## src/logic/tls_pkg.sv

```systemverilog
// Constants, register map and carrier types for the 10 Mbit/s link supervisor.
package tls_pkg;
    // Clock and timing figures
    localparam int unsigned CLK_HZ = 50_000_000;
    localparam int unsigned CLK_NS = 1_000_000_000 / CLK_HZ;
    localparam int unsigned BIT_NS = 100;
    localparam int unsigned SQ_WIN_NS = 150;
    localparam int unsigned QUIET_NS = 200;
    localparam int unsigned EOF_NS = 150;
    localparam int unsigned LP_WIDTH_NS = 100;
    localparam int unsigned JABBER_MS = 24;
    localparam int unsigned UNJAB_MS = 408;
    localparam int unsigned LP_PERIOD_MS = 16;
    localparam int unsigned LINK_LOSS_MS = 100;
    localparam int unsigned CYC_PER_MS = CLK_HZ / 1000;
    // Least times round up, longest times round down
    localparam int unsigned BIT_CYC = BIT_NS / CLK_NS;
    localparam int unsigned MID_CYC = (BIT_CYC + 1) / 2;
    localparam int unsigned SQ_WIN_CYC = SQ_WIN_NS / CLK_NS;
    localparam int unsigned QUIET_CYC = (QUIET_NS + CLK_NS - 1) / CLK_NS;
    localparam int unsigned EOF_CYC = EOF_NS / CLK_NS;
    localparam int unsigned LP_WIDTH_CYC = (LP_WIDTH_NS + CLK_NS - 1) / CLK_NS;
    localparam int unsigned TAIL_CYC = 2 * BIT_CYC;
    localparam int unsigned EDGE_GUARD_CYC = MID_CYC + 1;
    localparam int unsigned ONES_RUN = 65;
    localparam int unsigned LP_INV_LIMIT = 7;
    localparam int unsigned EOP_INV_LIMIT = 3;
    // Register indexes; byte address is four times the index
    localparam logic [7:0] IDX_CONFIG = 8'h10;
    localparam logic [7:0] IDX_STATUS = 8'h11;
    localparam logic [7:0] IDX_FIBER = 8'h12;
    // Field positions
    localparam int unsigned CFG_JABBER_DIS = 0;
    localparam int unsigned CFG_LOW_SQUELCH = 7;
    localparam int unsigned CFG_FULL_DUPLEX = 8;
    localparam int unsigned CFG_REPEATER = 9;
    localparam int unsigned CFG_LINK_CHK_DIS = 10;
    localparam int unsigned STS_LINK_GOOD = 0;
    localparam int unsigned STS_JABBER = 1;
    localparam int unsigned STS_RX_VALID = 2;
    localparam int unsigned STS_POL_REV = 13;
    localparam int unsigned FIB_SOURCE_SEL_N = 0;
    localparam int unsigned FIB_SIGNAL = 1;
    localparam logic [15:0] CONFIG_RESET = 16'h0000;
    localparam logic [15:0] FIBER_RESET = 16'h0000;

    typedef struct packed {
        logic link_chk_dis;
        logic repeater;
        logic full_duplex;
        logic low_squelch;
        logic jabber_dis;
    } tls_cfg_s;

    typedef struct packed {
        logic pos;
        logic neg;
    } tls_pair_s;
endpackage : tls_pkg

```

## src/logic/tls_link_supervisor.sv

```systemverilog
// 10 Mbit/s twisted-pair supervisor: Manchester coding, squelch, CRS/COL, jabber, link test, polarity, fiber detect.
`timescale 1ns/1ns
module tls_link_supervisor #(
    parameter int unsigned JABBER_CYC = tls_pkg::JABBER_MS * tls_pkg::CYC_PER_MS,
    parameter int unsigned UNJAB_CYC = tls_pkg::UNJAB_MS * tls_pkg::CYC_PER_MS,
    parameter int unsigned LP_PERIOD_CYC = tls_pkg::LP_PERIOD_MS * tls_pkg::CYC_PER_MS,
    parameter int unsigned LINK_LOSS_CYC = tls_pkg::LINK_LOSS_MS * tls_pkg::CYC_PER_MS
) (
    input wire logic ref_clk, // 50 MHz clock
    input wire logic reset_n, // Synchronous reset, active low
    input wire logic [7:0] reg_addr, // Byte address
    input wire logic [15:0] reg_wdata, // Write data
    input wire logic reg_wr, // Write strobe
    input wire logic reg_rd, // Read strobe
    output logic [15:0] reg_rdata, // Read data, cycle after strobe
    input wire logic mii_tx_en, // Transmit enable from MAC
    input wire logic mii_tx_bit, // Serial transmit data
    output logic tx_bit_take, // Pulse: mii_tx_bit taken
    output tls_pkg::tls_pair_s line_tx, // Line drivers, both low is idle
    input wire tls_pkg::tls_pair_s line_receive_pair, // Squelch comparators of the receive pair
    input wire logic line_rx_level, // Sliced receive level
    output logic low_squelch_sel, // Reduced squelch threshold select
    output logic rx_valid, // Qualified receive data valid
    output logic rx_bit, // Decoded receive bit
    output logic rx_bit_stb, // Pulse: rx_bit new
    output logic mii_crs, // Carrier sense
    output logic mii_col, // Collision
    output logic link_good, // Link integrity state
    input wire logic fiber_signal_detect_input, // Fiber transceiver detect pin
    input wire logic fiber_rx_clk, // Recovered fiber bit clock
    input wire logic fiber_rx_data, // Recovered fiber bit
    output logic signal_detect // Internal signal detect
);
    typedef enum logic [3:0] {
        RQ_IDLE = 4'b0001,
        RQ_FIRST = 4'b0010,
        RQ_SECOND = 4'b0100,
        RQ_VALID = 4'b1000
    } tls_rq_e;

    typedef enum logic [3:0] {
        TX_IDLE = 4'b0001,
        TX_DATA = 4'b0010,
        TX_TAIL = 4'b0100,
        TX_PULSE = 4'b1000
    } tls_tx_e;

    function automatic logic hit(input logic [7:0] addr, input logic [7:0] idx);
        hit = (addr == {idx[5:0], 2'b00});
    endfunction : hit

    logic [15:0] config_reg;
    logic [15:0] fiber_reg;
    tls_pkg::tls_cfg_s cfg;
    logic pol_rev;
    logic jabbered;
    logic link_ok;
    logic tx_active;

    assign cfg.jabber_dis = config_reg[tls_pkg::CFG_JABBER_DIS];
    assign cfg.low_squelch = config_reg[tls_pkg::CFG_LOW_SQUELCH];
    assign cfg.full_duplex = config_reg[tls_pkg::CFG_FULL_DUPLEX];
    assign cfg.repeater = config_reg[tls_pkg::CFG_REPEATER];
    assign cfg.link_chk_dis = config_reg[tls_pkg::CFG_LINK_CHK_DIS];
    assign low_squelch_sel = cfg.low_squelch;
    assign link_ok = link_good | cfg.link_chk_dis;

    // Register writes
    always_ff @(posedge ref_clk) begin
        if (!reset_n) begin
            config_reg <= tls_pkg::CONFIG_RESET;
            fiber_reg <= tls_pkg::FIBER_RESET;
        end else if (reg_wr) begin
            if (hit(reg_addr, tls_pkg::IDX_CONFIG)) begin
                config_reg <= reg_wdata;
            end
            if (hit(reg_addr, tls_pkg::IDX_FIBER)) begin
                fiber_reg <= reg_wdata;
            end
        end
    end

    // Register reads; unmapped reads return zero
    always_ff @(posedge ref_clk) begin
        if (!reset_n) begin
            reg_rdata <= '0;
        end else if (reg_rd) begin
            reg_rdata <= '0;
            if (hit(reg_addr, tls_pkg::IDX_CONFIG)) begin
                reg_rdata <= config_reg;
            end
            if (hit(reg_addr, tls_pkg::IDX_STATUS)) begin
                reg_rdata[tls_pkg::STS_LINK_GOOD] <= link_good;
                reg_rdata[tls_pkg::STS_JABBER] <= jabbered;
                reg_rdata[tls_pkg::STS_RX_VALID] <= rx_valid;
                reg_rdata[tls_pkg::STS_POL_REV] <= pol_rev;
            end
            if (hit(reg_addr, tls_pkg::IDX_FIBER)) begin
                reg_rdata[tls_pkg::FIB_SOURCE_SEL_N] <= fiber_reg[tls_pkg::FIB_SOURCE_SEL_N];
                reg_rdata[tls_pkg::FIB_SIGNAL] <= signal_detect;
            end
        end
    end

    // Three-stage input synchronisers; filtered value moves once stages two and three agree
    localparam int unsigned NSYNC = 6;
    logic [NSYNC-1:0] async_in;
    logic [NSYNC-1:0] sync_a;
    logic [NSYNC-1:0] sync_b;
    logic [NSYNC-1:0] sync_c;
    logic [NSYNC-1:0] filt;
    assign async_in = {fiber_rx_data, fiber_rx_clk, fiber_signal_detect_input,
                       line_rx_level, line_receive_pair.neg, line_receive_pair.pos};
    genvar gi;
    generate
        for (gi = 0; gi < NSYNC; gi++) begin : g_sync
            always_ff @(posedge ref_clk) begin
                if (!reset_n) begin
                    sync_a[gi] <= 1'b0;
                    sync_b[gi] <= 1'b0;
                    sync_c[gi] <= 1'b0;
                    filt[gi] <= 1'b0;
                end else begin
                    sync_a[gi] <= async_in[gi];
                    sync_b[gi] <= sync_a[gi];
                    sync_c[gi] <= sync_b[gi];
                    if (sync_b[gi] == sync_c[gi]) begin
                        filt[gi] <= sync_c[gi];
                    end
                end
            end
        end
    endgenerate

    // Polarity correction swaps the comparators and inverts the level
    logic sq_pos;
    logic sq_neg;
    logic rx_lvl;
    assign sq_pos = pol_rev ? filt[1] : filt[0];
    assign sq_neg = pol_rev ? filt[0] : filt[1];
    assign rx_lvl = filt[2] ^ pol_rev;

    // Fiber signal detect from a run of recovered ones, or from the detect pin when FIB_SOURCE_SEL_N is set
    logic fclk_d;
    logic [6:0] ones_cnt;
    logic [6:0] zeros_cnt;
    logic run_detect;
    always_ff @(posedge ref_clk) begin
        if (!reset_n) begin
            fclk_d <= 1'b0;
            ones_cnt <= '0;
            zeros_cnt <= '0;
            run_detect <= 1'b0;
        end else begin
            fclk_d <= filt[4];
            if (filt[4] && !fclk_d) begin
                if (filt[5]) begin
                    zeros_cnt <= '0;
                    if (ones_cnt == 7'(tls_pkg::ONES_RUN - 1)) begin
                        run_detect <= 1'b1;
                    end else begin
                        ones_cnt <= ones_cnt + 7'd1;
                    end
                end else begin
                    ones_cnt <= '0;
                    // Loss needs an equally long run of zeros, so data bits do not flap it
                    if (zeros_cnt == 7'(tls_pkg::ONES_RUN - 1)) begin
                        run_detect <= 1'b0;
                    end else begin
                        zeros_cnt <= zeros_cnt + 7'd1;
                    end
                end
            end
        end
    end
    always_ff @(posedge ref_clk) begin
        if (!reset_n) begin
            signal_detect <= 1'b0;
        end else begin
            signal_detect <= fiber_reg[tls_pkg::FIB_SOURCE_SEL_N] ? filt[3] : run_detect;
        end
    end

    // Receive qualification
    tls_rq_e rq_state;
    logic first_neg;
    logic last_neg;
    logic [3:0] win_cnt;
    logic [3:0] quiet_cnt;
    logic [3:0] edge_cnt;
    logic rx_lvl_d;
    logic lp_seen;
    logic lp_inv;
    logic eop_seen;
    logic eop_inv;
    logic sq_first;
    logic sq_opp;
    assign sq_first = first_neg ? sq_neg : sq_pos;
    assign sq_opp = first_neg ? sq_pos : sq_neg;

    always_ff @(posedge ref_clk) begin
        if (!reset_n) begin
            rq_state <= RQ_IDLE;
            first_neg <= 1'b0;
            last_neg <= 1'b0;
            win_cnt <= '0;
            quiet_cnt <= '0;
            lp_seen <= 1'b0;
            lp_inv <= 1'b0;
            eop_seen <= 1'b0;
            eop_inv <= 1'b0;
        end else begin
            lp_seen <= 1'b0;
            eop_seen <= 1'b0;
            win_cnt <= win_cnt + 4'd1;
            unique case (rq_state)
                RQ_IDLE: begin
                    win_cnt <= '0;
                    if (sq_pos || sq_neg) begin
                        first_neg <= sq_neg && !sq_pos;
                        rq_state <= RQ_FIRST;
                    end
                end
                RQ_FIRST: begin
                    if (sq_opp) begin
                        win_cnt <= '0;
                        rq_state <= RQ_SECOND;
                    end else if (win_cnt >= 4'(tls_pkg::SQ_WIN_CYC)) begin
                        // Lone pulse with no opposite swing counts as a link pulse
                        lp_seen <= 1'b1;
                        lp_inv <= first_neg;
                        rq_state <= RQ_IDLE;
                    end
                end
                RQ_SECOND: begin
                    if (sq_first && !sq_opp) begin
                        quiet_cnt <= '0;
                        rq_state <= RQ_VALID;
                    end else if (win_cnt >= 4'(tls_pkg::SQ_WIN_CYC)) begin
                        rq_state <= RQ_IDLE;
                    end
                end
                RQ_VALID: begin
                    if (sq_pos || sq_neg) begin
                        quiet_cnt <= '0;
                        last_neg <= sq_neg && !sq_pos;
                    end else begin
                        quiet_cnt <= quiet_cnt + 4'd1;
                    end
                    if (quiet_cnt >= 4'(tls_pkg::QUIET_CYC)) begin
                        eop_seen <= 1'b1;
                        eop_inv <= last_neg;
                        rq_state <= RQ_IDLE;
                    end else if (edge_cnt >= 4'(tls_pkg::EOF_CYC)) begin
                        // Edges ceased well before squelch quiet, so this is the usual packet end
                        eop_seen <= 1'b1;
                        eop_inv <= last_neg;
                        rq_state <= RQ_IDLE;
                    end
                end
            endcase
        end
    end

    // Manchester decode: a transition at least a full bit (five clocks) after the last accepted one is mid-bit
    always_ff @(posedge ref_clk) begin
        if (!reset_n) begin
            rx_lvl_d <= 1'b0;
            edge_cnt <= '0;
            rx_bit <= 1'b0;
            rx_bit_stb <= 1'b0;
        end else begin
            rx_lvl_d <= rx_lvl;
            rx_bit_stb <= 1'b0;
            if (rq_state != RQ_VALID) begin
                edge_cnt <= '0;
            end else if (rx_lvl != rx_lvl_d && edge_cnt >= 4'(tls_pkg::EDGE_GUARD_CYC)) begin
                edge_cnt <= '0;
                rx_bit <= rx_lvl;
                rx_bit_stb <= link_ok;
            end else if (edge_cnt != 4'hf) begin
                edge_cnt <= edge_cnt + 4'd1;
            end
        end
    end

    assign rx_valid = (rq_state == RQ_VALID) && link_ok;

    // Polarity detection over link pulses and end-of-packet pulses
    logic [2:0] lp_inv_cnt;
    logic [1:0] eop_inv_cnt;
    always_ff @(posedge ref_clk) begin
        if (!reset_n) begin
            pol_rev <= 1'b0;
            lp_inv_cnt <= '0;
            eop_inv_cnt <= '0;
        end else if (lp_seen) begin
            if (!lp_inv) begin
                lp_inv_cnt <= '0;
            end else if (lp_inv_cnt == 3'(tls_pkg::LP_INV_LIMIT - 1)) begin
                pol_rev <= !pol_rev;
                lp_inv_cnt <= '0;
                eop_inv_cnt <= '0;
            end else begin
                lp_inv_cnt <= lp_inv_cnt + 3'd1;
            end
        end else if (eop_seen) begin
            if (!eop_inv) begin
                eop_inv_cnt <= '0;
            end else if (eop_inv_cnt == 2'(tls_pkg::EOP_INV_LIMIT - 1)) begin
                pol_rev <= !pol_rev;
                lp_inv_cnt <= '0;
                eop_inv_cnt <= '0;
            end else begin
                eop_inv_cnt <= eop_inv_cnt + 2'd1;
            end
        end
    end

    // Link integrity; any link pulse or packet restarts the loss timer
    logic [31:0] loss_cnt;
    always_ff @(posedge ref_clk) begin
        if (!reset_n) begin
            link_good <= 1'b0;
            loss_cnt <= '0;
        end else if (lp_seen || eop_seen) begin
            link_good <= 1'b1;
            loss_cnt <= '0;
        end else if (loss_cnt >= LINK_LOSS_CYC - 1) begin
            link_good <= 1'b0;
        end else begin
            loss_cnt <= loss_cnt + 32'd1;
        end
    end

    // Jabber and un-jab timers
    logic [31:0] jab_cnt;
    always_ff @(posedge ref_clk) begin
        if (!reset_n) begin
            jabbered <= 1'b0;
            jab_cnt <= '0;
        end else if (cfg.jabber_dis) begin
            jabbered <= 1'b0;
            jab_cnt <= '0;
        end else if (!jabbered) begin
            if (!mii_tx_en) begin
                jab_cnt <= '0;
            end else if (jab_cnt >= JABBER_CYC) begin
                jabbered <= 1'b1;
                jab_cnt <= '0;
            end else begin
                jab_cnt <= jab_cnt + 32'd1;
            end
        end else if (mii_tx_en) begin
            jab_cnt <= '0;
        end else if (jab_cnt >= UNJAB_CYC - 1) begin
            jabbered <= 1'b0;
            jab_cnt <= '0;
        end else begin
            jab_cnt <= jab_cnt + 32'd1;
        end
    end

    // Transmit: bit-rate enable, Manchester encoder, idle tail and link pulses
    tls_tx_e tx_state;
    logic [2:0] phase;
    logic [31:0] lp_cnt;
    logic [4:0] tail_cnt;
    logic cur_bit;
    logic tx_go;
    assign tx_go = mii_tx_en && link_ok && !jabbered;
    assign tx_active = (tx_state == TX_DATA);
    assign tx_bit_take = (tx_state == TX_DATA || tx_state == TX_IDLE) && tx_go && (phase == '0);

    always_ff @(posedge ref_clk) begin
        if (!reset_n) begin
            phase <= '0;
        end else if (tx_state != TX_DATA && !tx_go) begin
            phase <= '0;
        end else if (phase == 3'(tls_pkg::BIT_CYC - 1)) begin
            phase <= '0;
        end else begin
            phase <= phase + 3'd1;
        end
    end

    always_ff @(posedge ref_clk) begin
        if (!reset_n) begin
            tx_state <= TX_IDLE;
            cur_bit <= 1'b0;
            tail_cnt <= '0;
            lp_cnt <= '0;
            line_tx <= '0;
        end else begin
            unique case (tx_state)
                TX_IDLE: begin
                    line_tx <= '0;
                    lp_cnt <= lp_cnt + 32'd1;
                    if (tx_bit_take) begin
                        cur_bit <= mii_tx_bit;
                        line_tx <= {!mii_tx_bit, mii_tx_bit};
                        tx_state <= TX_DATA;
                    end else if (lp_cnt >= LP_PERIOD_CYC - 1) begin
                        lp_cnt <= '0;
                        tail_cnt <= '0;
                        tx_state <= TX_PULSE;
                    end
                end
                TX_DATA: begin
                    lp_cnt <= '0;
                    tail_cnt <= '0;
                    // Bits are taken at the boundary, in step with tx_bit_take
                    if (phase == '0) begin
                        if (tx_go) begin
                            cur_bit <= mii_tx_bit;
                            line_tx <= {!mii_tx_bit, mii_tx_bit};
                        end else begin
                            // Ends high: a one ends on its mid-cell edge, a zero gets a boundary edge
                            line_tx <= 2'b10;
                            tx_state <= TX_TAIL;
                        end
                    end else if (phase == 3'(tls_pkg::MID_CYC - 1)) begin
                        line_tx <= {cur_bit, !cur_bit};
                    end
                end
                TX_TAIL: begin
                    tail_cnt <= tail_cnt + 5'd1;
                    if (tail_cnt >= 5'(tls_pkg::TAIL_CYC - 1)) begin
                        line_tx <= '0;
                        tx_state <= TX_IDLE;
                    end
                end
                TX_PULSE: begin
                    line_tx <= 2'b10;
                    tail_cnt <= tail_cnt + 5'd1;
                    if (tail_cnt >= 5'(tls_pkg::LP_WIDTH_CYC)) begin
                        line_tx <= '0;
                        tx_state <= TX_IDLE;
                    end
                end
            endcase
        end
    end

    // Carrier sense and collision
    always_ff @(posedge ref_clk) begin
        if (!reset_n) begin
            mii_crs <= 1'b0;
            mii_col <= 1'b0;
        end else if (cfg.full_duplex || cfg.repeater) begin
            mii_crs <= rx_valid;
            mii_col <= 1'b0;
        end else begin
            mii_crs <= rx_valid || tx_active;
            mii_col <= (mii_tx_en && rx_valid) || (jabbered && mii_tx_en);
        end
    end
endmodule : tls_link_supervisor

```

## config.mk

```make
export PLATFORM = sky130hd
export DESIGN_NAME = tls_link_supervisor
export DESIGN_NICKNAME = d
export VERILOG_FILES = /design/src/logic/tls_pkg.sv /design/src/logic/tls_link_supervisor.sv
export SDC_FILE = /design/constraint.sdc
export NUM_CORES = 1
export LEC_CHECK = 0
export BUFFER_PORTS_ARGS = -buffer_cell sky130_fd_sc_hd__buf_2
export CAP_MARGIN = 0
export CORE_MARGIN = 5
export CORE_UTILIZATION = 60
export DETAILED_ROUTE_END_ITERATION = 12
export PLACE_DENSITY = 0.87
export SLEW_MARGIN = 10
export SYNTH_ARGS = -nofsm -noshare
export SYNTH_HDL_FRONTEND = slang
export SYNTH_SLANG_ARGS = --single-unit
```

## constraint.sdc

```tcl
create_clock -name ref_clk -period 4 [get_ports ref_clk]
set_input_delay 0.8 -clock ref_clk [delete_from_list [all_inputs] [get_ports ref_clk]]
set_output_delay 0.8 -clock ref_clk [all_outputs]
set_load 0.01 [all_outputs]
```

==> results of run 1 <==
[metal layers]
layer | wire length, µm | share of wire
met5 | 0 | 0
met2 | 9885 | 0.48
met4 | 503 | 0.024
met3 | 1190 | 0.057
met1 | 9136 | 0.44
[cell usage in the layout, fill, tap and decap left out, types with 41 or more instances in the layout]
cell type,netlist,layout
a21oi_1,46,46
buf_2,5,62
dfxtp_1,220,220
nand2_1,139,139
nand3_1,63,63
nor2_1,78,78
nor2b_1,43,43
nor3_1,49,49
o21ai_0,49,49
xor2_1,41,41
[power groups by stage]
stage                     Clock, W  Sequential, W  Combinational [W]
final                      0.00224        0.00225           0.000234
after global routing       0.00237        0.00225           0.000256
after CTS                  0.00227        0.00225           0.000232
after detailed placement         0        0.00230           0.000228
after global placement           0        0.00229           0.000222
after floorplan                  0        0.00229           0.000168
[through the flow]
step	cells	hold WS, ns	utilization	worst slack, ns
2_1_floorplan	1149	0.4119	-	1.293
3_3_place_gp	1382	0.4167	0.6431	0.9100
6_report	1423	0.4398	0.6933	0.7815
3_5_place_dp	1382	0.4289	0.6431	0.8696
5_1_grt	1423	0.4519	0.6933	0.7052
4_1_cts	1423	0.4437	0.6933	0.7817
[final cells by class]
class / count / area share
clock buffer: 30 / 0.05807
clock inverter: 11 / 0.01426
multi-input combinational: 854 / 0.4648
tap: 216 / 0.02445
timing repair buffer: 67 / 0.03147
inverter: 25 / 0.008490
sequential: 220 / 0.3985
[how the worst max path moves through the flow]
stage              start     endpoint  slack [ns]  depth (start not counted)
6_report       link_good  tx_bit_take        0.78                          5
5_1_grt        link_good  tx_bit_take        0.71                          5
4_1_cts        link_good  tx_bit_take        0.78                          5
3_5_place_dp   mii_tx_en   lp_cnt[17]        0.87                          7
3_3_place_gp   mii_tx_en   lp_cnt[17]        0.91                          7
2_1_floorplan  mii_tx_en  tx_bit_take        1.29                          5
[kinds of logic (layout without fill, tap and decap cells)]
group           count (synthesis)  count (layout)  share of synthesized area
other cells                     1               7                  0.0003824
xor+xnor                       59              59                    0.05269
fa+ha+maj                      17              17                    0.02169
mux                            17              17                    0.01748
compound gates                203             203                     0.1370
simple gates                  551             551                     0.2923
flops                         220             220                     0.4491
buf+inv                        75             133                    0.02934
==> flow_summary.yaml, run 1 <==
run_status:
  status: "complete, no violations"
global_route:
  grt_usage: 0.2191
  top_usage_layer: "met2"
  gr-usage-met3: 0.03798
  gr-usage-met1: 0.2809
  first_global_vias: 7794
  antenna_found_initial: 0
  grt_start_max_net_pins: 55
  grt_overflow: 0
  grt_pass1_wl_mm: 35.22
  use_met2: 0.3764
hold_path:
  hold_path_end: "sync_b[4]"
  min_path_type: "register to register"
  hold_start: "sync_a[4]"
  hold_depth: 1
power:
  p_clk_frac: 0.475
  power.switching_w: 0.001032
  power.density_nw_per_um2: 427.6
  irDropWorstVdd_uv: 299.1
  power_frac_comb: 0.049
  p_leak_nw: 4.187
  pwr-share-seq: 0.476
  intPower_w: 0.003694
  switching_share: 0.2185
  p_total_w: 0.004726
setup_path:
  critPathArrivalTime_ns: 2.42
  cpMostUsedCell: "or3_1"
  cp.required_ns: 3.20
  critPathBufInv: 2
  endpoint_kind: "output port"
  crit_family: "simple AND/OR/NAND/NOR gates"
  path_cells: "nor2_1, or3_1, or3_1, inv_1, buf_2"
  r2r_slack_ns: 1.18
  reg2regPathDepth: 7
  path_class: "register to output port"
  critPathSlowestCell: "or3_1"
  path_max_fanout: 7
  start_kind: "register"
  r2r_start: "lp_cnt[0]"
  rr_endpoint: "lp_cnt[26]"
  crit_path_max_incr_delay_ns: 0.52
sta:
  min_period_ns: 3.218
  fin_tns_setup_ns: 0
  rsz0062_at_grt: "false"
  hold_viol: 0
  maxSlewHeadroom: 0.3246
  slew_violations: 0
  finalClockSkew_ns: 0.01039
  setup_violations: 0
  max_freq_mhz: 310.7
  post-route-period-util: 0.8046
  worst_pin_slew_ns: 1.013
yosys:
  syn_area_per_cell_um2: 8.580
  synth_top_area_cell: "dfxtp_1"
  netlist_instances: 1143
  ys_ff_latch: 220
  synth-main-ff-cell: "dfxtp_1"
  synth-warning-count: 0
  yosysSeqAreaShare: 0.4491
  post-synth-top-area-fraction: 0.4491
  yosys-top-cells-area: "dfxtp_1 (45%), nand2_1 (5.3%), xor2_1 (3.7%)"
  synth_cell_types: 68
  synthArstFlopShare: 0
  synth.most_common_cell: "dfxtp_1"
  synth_edf_count: 0
  synth_commonest_cells: "dfxtp_1 (220), nand2_1 (139), nor2_1 (78), nand3_1 (63)"
  synth_area_um2: 9807
route:
  post_drt_wl_per_cell_um: 14.56
  first_pass_iters: 5
  wl_mm: 20.72
  num_vias: 8223
  avgViaCountPerCell: 5.779
  drt-initial-drc-count: 539
  final_antenna_net_count: 0
  drc: 0
floorplan:
  die-area_um2: 19000
  rows: 46
  start_util: 0.6151
  die_h_um: 137.8
  die_x_um: 137.8
  core_um2: 15940
  io_pins: 63
cts:
  cts_inserted_buffers: 23
  cts_resized: 0
  clk_path_buf_depth: 3
  cts_setup_buffers: 0
  clk_latency_ns: 0.50
  cts_hold_buf: 0
  clk_pin_slew_ns: 0.06
  cts_max_level: 1
  cts_sinks: 220
  root_buffer: "clkbuf_16"
  cts_tree: "done"
job:
  cap_viol_max_count: 0
layout:
  area_growth_syn_to_layout_pct: 12.71
  filler_cell_count: 1200
  layout.area.seq_um2: 4404
  final_area_um2: 11050
  drive_gt1_frac: 0.1019
  multiInputGateArea_um2: 5137
  top_regs: "jab_cnt: 32 flops, loss_cnt: 32 flops, lp_cnt: 32 flops"
  fin_nets: 1244
  diodes: 0
place:
  hpwl_mm: 13.75
  portBuffers: 62
  gp_congestion: 0.8337
  placed_area_um2: 10250
No activity file was read; power rests on OpenSTA's default activity.
==> inputs of run 2 (changes only) <==
Clock period 4 ns to 3.25 ns, I/O delays scaled along.
==> run 2 against run 1 <==
Net effect:
- sequential power up 23%
- worst hold slack worse by 0.11 ns
- sequential share of layout area down 0.18 points
- combinational power up 23%
- largest cell class unchanged
- largest power group unchanged
==> flow_summary.yaml, run 2 (synthesis gave the netlist of run 1 again) <==
run_status:
  status: "complete, no violations"
place:
  dp_cells: 1388
  placed_area_um2: 10300
  portBuffers: 62
  hpwl_mm: 13.47
  gp_congestion: 0.8555
floorplan:
  rows: 46
  die_h_um: 137.8
  die_x_um: 137.8
  start_util: 0.6151
  die-area_um2: 19000
  core_um2: 15940
  io_pins: 63
sta:
  setup_violations: 0
  max_freq_mhz: 334.9
  post-route-period-util: 0.9187
  slew_violations: 0
  min_period_ns: 2.986
  worst_pin_slew_ns: 0.9148
  fin_tns_setup_ns: 0
  hold_viol: 0
  maxSlewHeadroom: 0.3815
  rsz0062_at_grt: "false"
  finalClockSkew_ns: 0.01872
cts:
  clk_path_buf_depth: 3
  cts_sinks: 220
  cts_tree: "done"
  cts_max_level: 1
  clk_latency_ns: 0.52
  cts_hold_buf: 0
  cts_setup_buffers: 0
  clk_pin_slew_ns: 0.06
  root_buffer: "clkbuf_16"
  cts_resized: 0
  cts_inserted_buffers: 24
power:
  pwr-share-seq: 0.482
  switching_share: 0.2243
  irDropWorstVdd_uv: 410.4
  intPower_w: 0.004451
  power.switching_w: 0.001287
  power_frac_comb: 0.050
  p_clk_frac: 0.468
  power.density_nw_per_um2: 516.9
  p_leak_nw: 4.220
setup_path:
  start_kind: "register"
  critPathSlowestCell: "or3_1"
  path_cells: "nor2_1, or3_1, or3_1, inv_1, buf_2"
  cp.required_ns: 2.60
  crit_path_max_incr_delay_ns: 0.51
  cpMostUsedCell: "or3_1"
  endpoint_kind: "output port"
  r2r_start: "lp_cnt[0]"
  path_max_fanout: 7
  critPathArrivalTime_ns: 2.34
  path_class: "register to output port"
  startpoint: "link_good"
layout:
  final_area_um2: 11100
  fin_nets: 1251
  final_cell_mix: "dfxtp_1 (220), nand2_1 (139), nor2_1 (78), nand3_1 (63), buf_2 (62)"
  drive_gt1_frac: 0.1063
  layout.cells.non_filler: 1429
  top_regs: "jab_cnt: 32 flops, loss_cnt: 32 flops, lp_cnt: 32 flops"
  area_growth_syn_to_layout_pct: 13.20
  diodes: 0
  final_common_cell: "dfxtp_1"
global_route:
  antenna_found_initial: 0
  first_global_vias: 7922
  grt_overflow: 0
  grt_start_max_net_pins: 50
  grt_pass1_wl_mm: 35.86
  grt_usage: 0.2233
route:
  final_antenna_net_count: 0
  post_drt_wl_per_cell_um: 14.40
  num_vias: 8179
  first_pass_iters: 5
  wl_mm: 20.58
  avgViaCountPerCell: 5.724
  drt-initial-drc-count: 505
  drc: 0
hold_path:
  hold_start: "line_receive_pair[1]"
  min_path_type: "input pin to register"
job:
  cap_viol_max_count: 0
[run 2: cell count changes in the layout (fill, tap and decap cells not counted)]
cell / before / now
clkinvlp_4: 1 / 0
clkbuf_16: 23 / 24
bufinv_16: 4 / 1
inv_8: 0 / 1
buf_4: 5 / 11
clkinv_4: 0 / 1
clkinv_2: 6 / 3
clkbuf_8: 4 / 7
clkinv_16: 0 / 1
[run 2: path summary, 6_finish.rpt]
kind | end | slack (ns) | cells after the start
setup / recovery | tx_bit_take | 0.26 | 5
hold / removal | sync_a[0] | 0.33 | 2
setup reg to reg | lp_cnt[26] | 0.66 | 8
hold reg to reg | sync_b[3] | 0.44 | 1
[run 2: power groups by stage]
stage | Combinational [W] | Clock (W) | Sequential, W
after floorplan | 0.000207 | 0 | 0.00282
after global placement | 0.000279 | 0 | 0.00282
after detailed placement | 0.000285 | 0 | 0.00283
after CTS | 0.000287 | 0.00272 | 0.00277
after global routing | 0.000322 | 0.00284 | 0.00277
final | 0.000288 | 0.00268 | 0.00277
[run 2: through the flow]
| stage | worst slack (ns) | total power, W | hold slack [ns] | util |
|---|---|---|---|---|
| after floorplan | 0.7983 | 0.003024 | 0.4119 | - |
| after global placement | 0.5379 | 0.003103 | 0.4146 | 0.6460 |
| after detailed placement | 0.4965 | 0.003111 | 0.4227 | 0.6460 |
| after CTS | 0.2708 | 0.005778 | 0.3148 | 0.6964 |
| after global routing | 0.1314 | 0.005935 | 0.3236 | 0.6964 |
| final | 0.2643 | 0.005738 | 0.3301 | 0.6964 |
[run 2: cell type report]
| cell class | count | area (µm²) |
|---|---|---|
| clock inverter | 7 | 95.09 |
| inverter | 25 | 93.84 |
| timing repair buffer | 73 | 392.9 |
| multi-input combinational | 854 | 5137 |
| fill | 1221 | 4841 |
| tap | 216 | 270.3 |
| sequential | 220 | 4404 |
| clock buffer | 34 | 708.2 |
[run 2: per-layer routing]
layer	GRT usage	share of wire	up-vias
li1	-	-	4117
met1	0.2856	0.45	3803
met2	0.3858	0.48	218
met3	0.04127	0.055	41
met4	0.06312	0.022	0
met5	0	0	-
[run 2: critical path, delay by kind of cell (launching register included)]
kind                   cells  cell delay, ns
flip-flops                 1            0.48
buffers and inverters      2            0.32
AND/OR/NAND/NOR            3            1.02
==> inputs of run 3 (changes only) <==
Settings changed: CORE_ASPECT_RATIO set to 1.4.
==> run 3 against run 2 <==
Net effect:
- cell area fell by 0.60%
- die area up 0.19%
- utilization is 1.1 points lower
- fmax fell by 0.53%
- largest cell class unchanged
- flip-flop and latch count unchanged
- critical path depth did not move
==> flow_summary.yaml, run 3 (synthesis gave the netlist of run 1 again) <==
cts:
  cts_tree: "done"
  cts_setup_buffers: 0
  clk_latency_ns: 0.51
  cts_max_level: 1
  clk_path_buf_depth: 3
  cts_sinks: 220
  root_buffer: "clkbuf_16"
  clk_pin_slew_ns: 0.06
  cts_hold_buf: 0
  cts_resized: 0
  cts_inserted_buffers: 22
layout:
  final_common_cell: "dfxtp_1"
  top_regs: "jab_cnt: 32 flops, loss_cnt: 32 flops, lp_cnt: 32 flops"
  drive_gt1_frac: 0.1040
  diodes: 0
  fin_nets: 1250
  area_growth_syn_to_layout_pct: 12.53
  final_cell_mix: "dfxtp_1 (220), nand2_1 (139), nor2_1 (78), nand3_1 (63), buf_2 (62)"
place:
  portBuffers: 62
  gp_congestion: 0.8882
  post-place-ws_ns: 0.4028
  hpwl_mm: 14.31
sta:
  whs_ns: 0.3447
  hold_viol: 0
  fin_ws_ns: 0.2483
  slew_violations: 0
  worst_pin_slew_ns: 0.8360
  finalClockSkew_ns: 0.007897
  min_period_ns: 3.002
  maxSlewHeadroom: 0.4348
  max_freq_mhz: 333.1
  fin_tns_setup_ns: 0
  setup_violations: 0
  rsz0062_at_grt: "false"
  post-route-period-util: 0.9236
setup_path:
  critPathSlowestCell: "or3_1"
  critPathBufInv: 2
  critPathArrivalTime_ns: 2.35
  path_max_fanout: 7
  crit_path_max_incr_delay_ns: 0.52
  path_class: "register to output port"
  endpoint_kind: "output port"
  cp.required_ns: 2.60
  start_kind: "register"
  crit_family: "simple AND/OR/NAND/NOR gates"
  path_cells: "nor2_1, or3_1, or3_1, inv_1, buf_2"
  r2r_slack_ns: 0.71
  cpMostUsedCell: "or3_1"
  r2r_start: "lp_cnt[14]"
  startpoint: "link_good"
global_route:
  grt_overflow: 0
  antenna_found_initial: 0
  grt_start_max_net_pins: 54
  grt_usage: 0.2137
  grt_pass1_wl_mm: 35.78
  first_global_vias: 8103
floorplan:
  start_util: 0.6090
  die_x_um: 118.1
  die_h_um: 161.3
  die-area_um2: 19040
  core_um2: 16100
  rows: 55
  io_pins: 63
power:
  irDropWorstVdd_uv: 407.2
  p_total_w: 0.005669
  p_leak_nw: 4.188
  power.density_nw_per_um2: 513.7
hold_path:
  hold_start: "fiber_rx_data"
  min_path_type: "input pin to register"
route:
  first_pass_iters: 5
  drt-initial-drc-count: 443
  final_antenna_net_count: 0
  avgViaCountPerCell: 5.883
  post_drt_wl_per_cell_um: 14.80
  num_vias: 8301
  drc: 0
  wl_mm: 20.88
job:
  cap_viol_max_count: 0
run_status:
  status: "complete, no violations"
==> run 3: cell count changes in the layout (fill, tap and decap cells not counted), sizes merged <==
cell	change
buf	+1
clkinv	-2
clkinvlp	+2
clkbuf	-4
bufinv	+2
==> run 3: metal layers <==
layer / part of all wire / global-route usage
met1: 0.41 / 0.2405
met2: 0.52 / 0.3986
met3: 0.038 / 0.02767
met4: 0.037 / 0.09598
met5: 0 / 0
==> run 3: path summary, 6_finish.rpt <==
kind | end | cells past startpoint
setup / recovery | tx_bit_take | 5
hold / removal | sync_a[5] | 2
setup reg to reg | lp_cnt[30] | 8
hold reg to reg | sync_b[2] | 1
==> run 3: area by class of cell <==
class	instances	area (µm²)
flip-flops and latches	220	4404
inverters	25	93.84
well taps	199	249.0
repair buffers	74	400.4
clock buffers	30	610.6
clock inverters	9	140.1
multi-input cells	854	5137
fillers	1277	5067
==> run 3: report_power, final <==
group          switching [W]  internal [W]  leakage (nW)
sequential         0.0000328       0.00273          1.78
clock                0.00105       0.00156         0.361
combinational       0.000179      0.000111          2.05
total                0.00126       0.00441          4.19
==> run 3: worst reg2reg max path: stages, from the launching register on <==
cell and delay [ns]:
dfxtp_1 0.36, or4_1 0.60, a311oi_2 0.29, o31ai_2 0.10, buf_4 0.17, a21o_1 0.29, buf_4 0.23, or3_1 0.36
nand3_1 0.08
==> run 3: metrics by stage <==
step                instance area (µm²)  std cells    util
floorplan                          9829       1149       -
global placement                  10280       1372  0.6387
detailed placement                10280       1372  0.6387
CTS                               11040       1411  0.6853
global route                      11040       1411  0.6853
finish                            11040       1411  0.6853
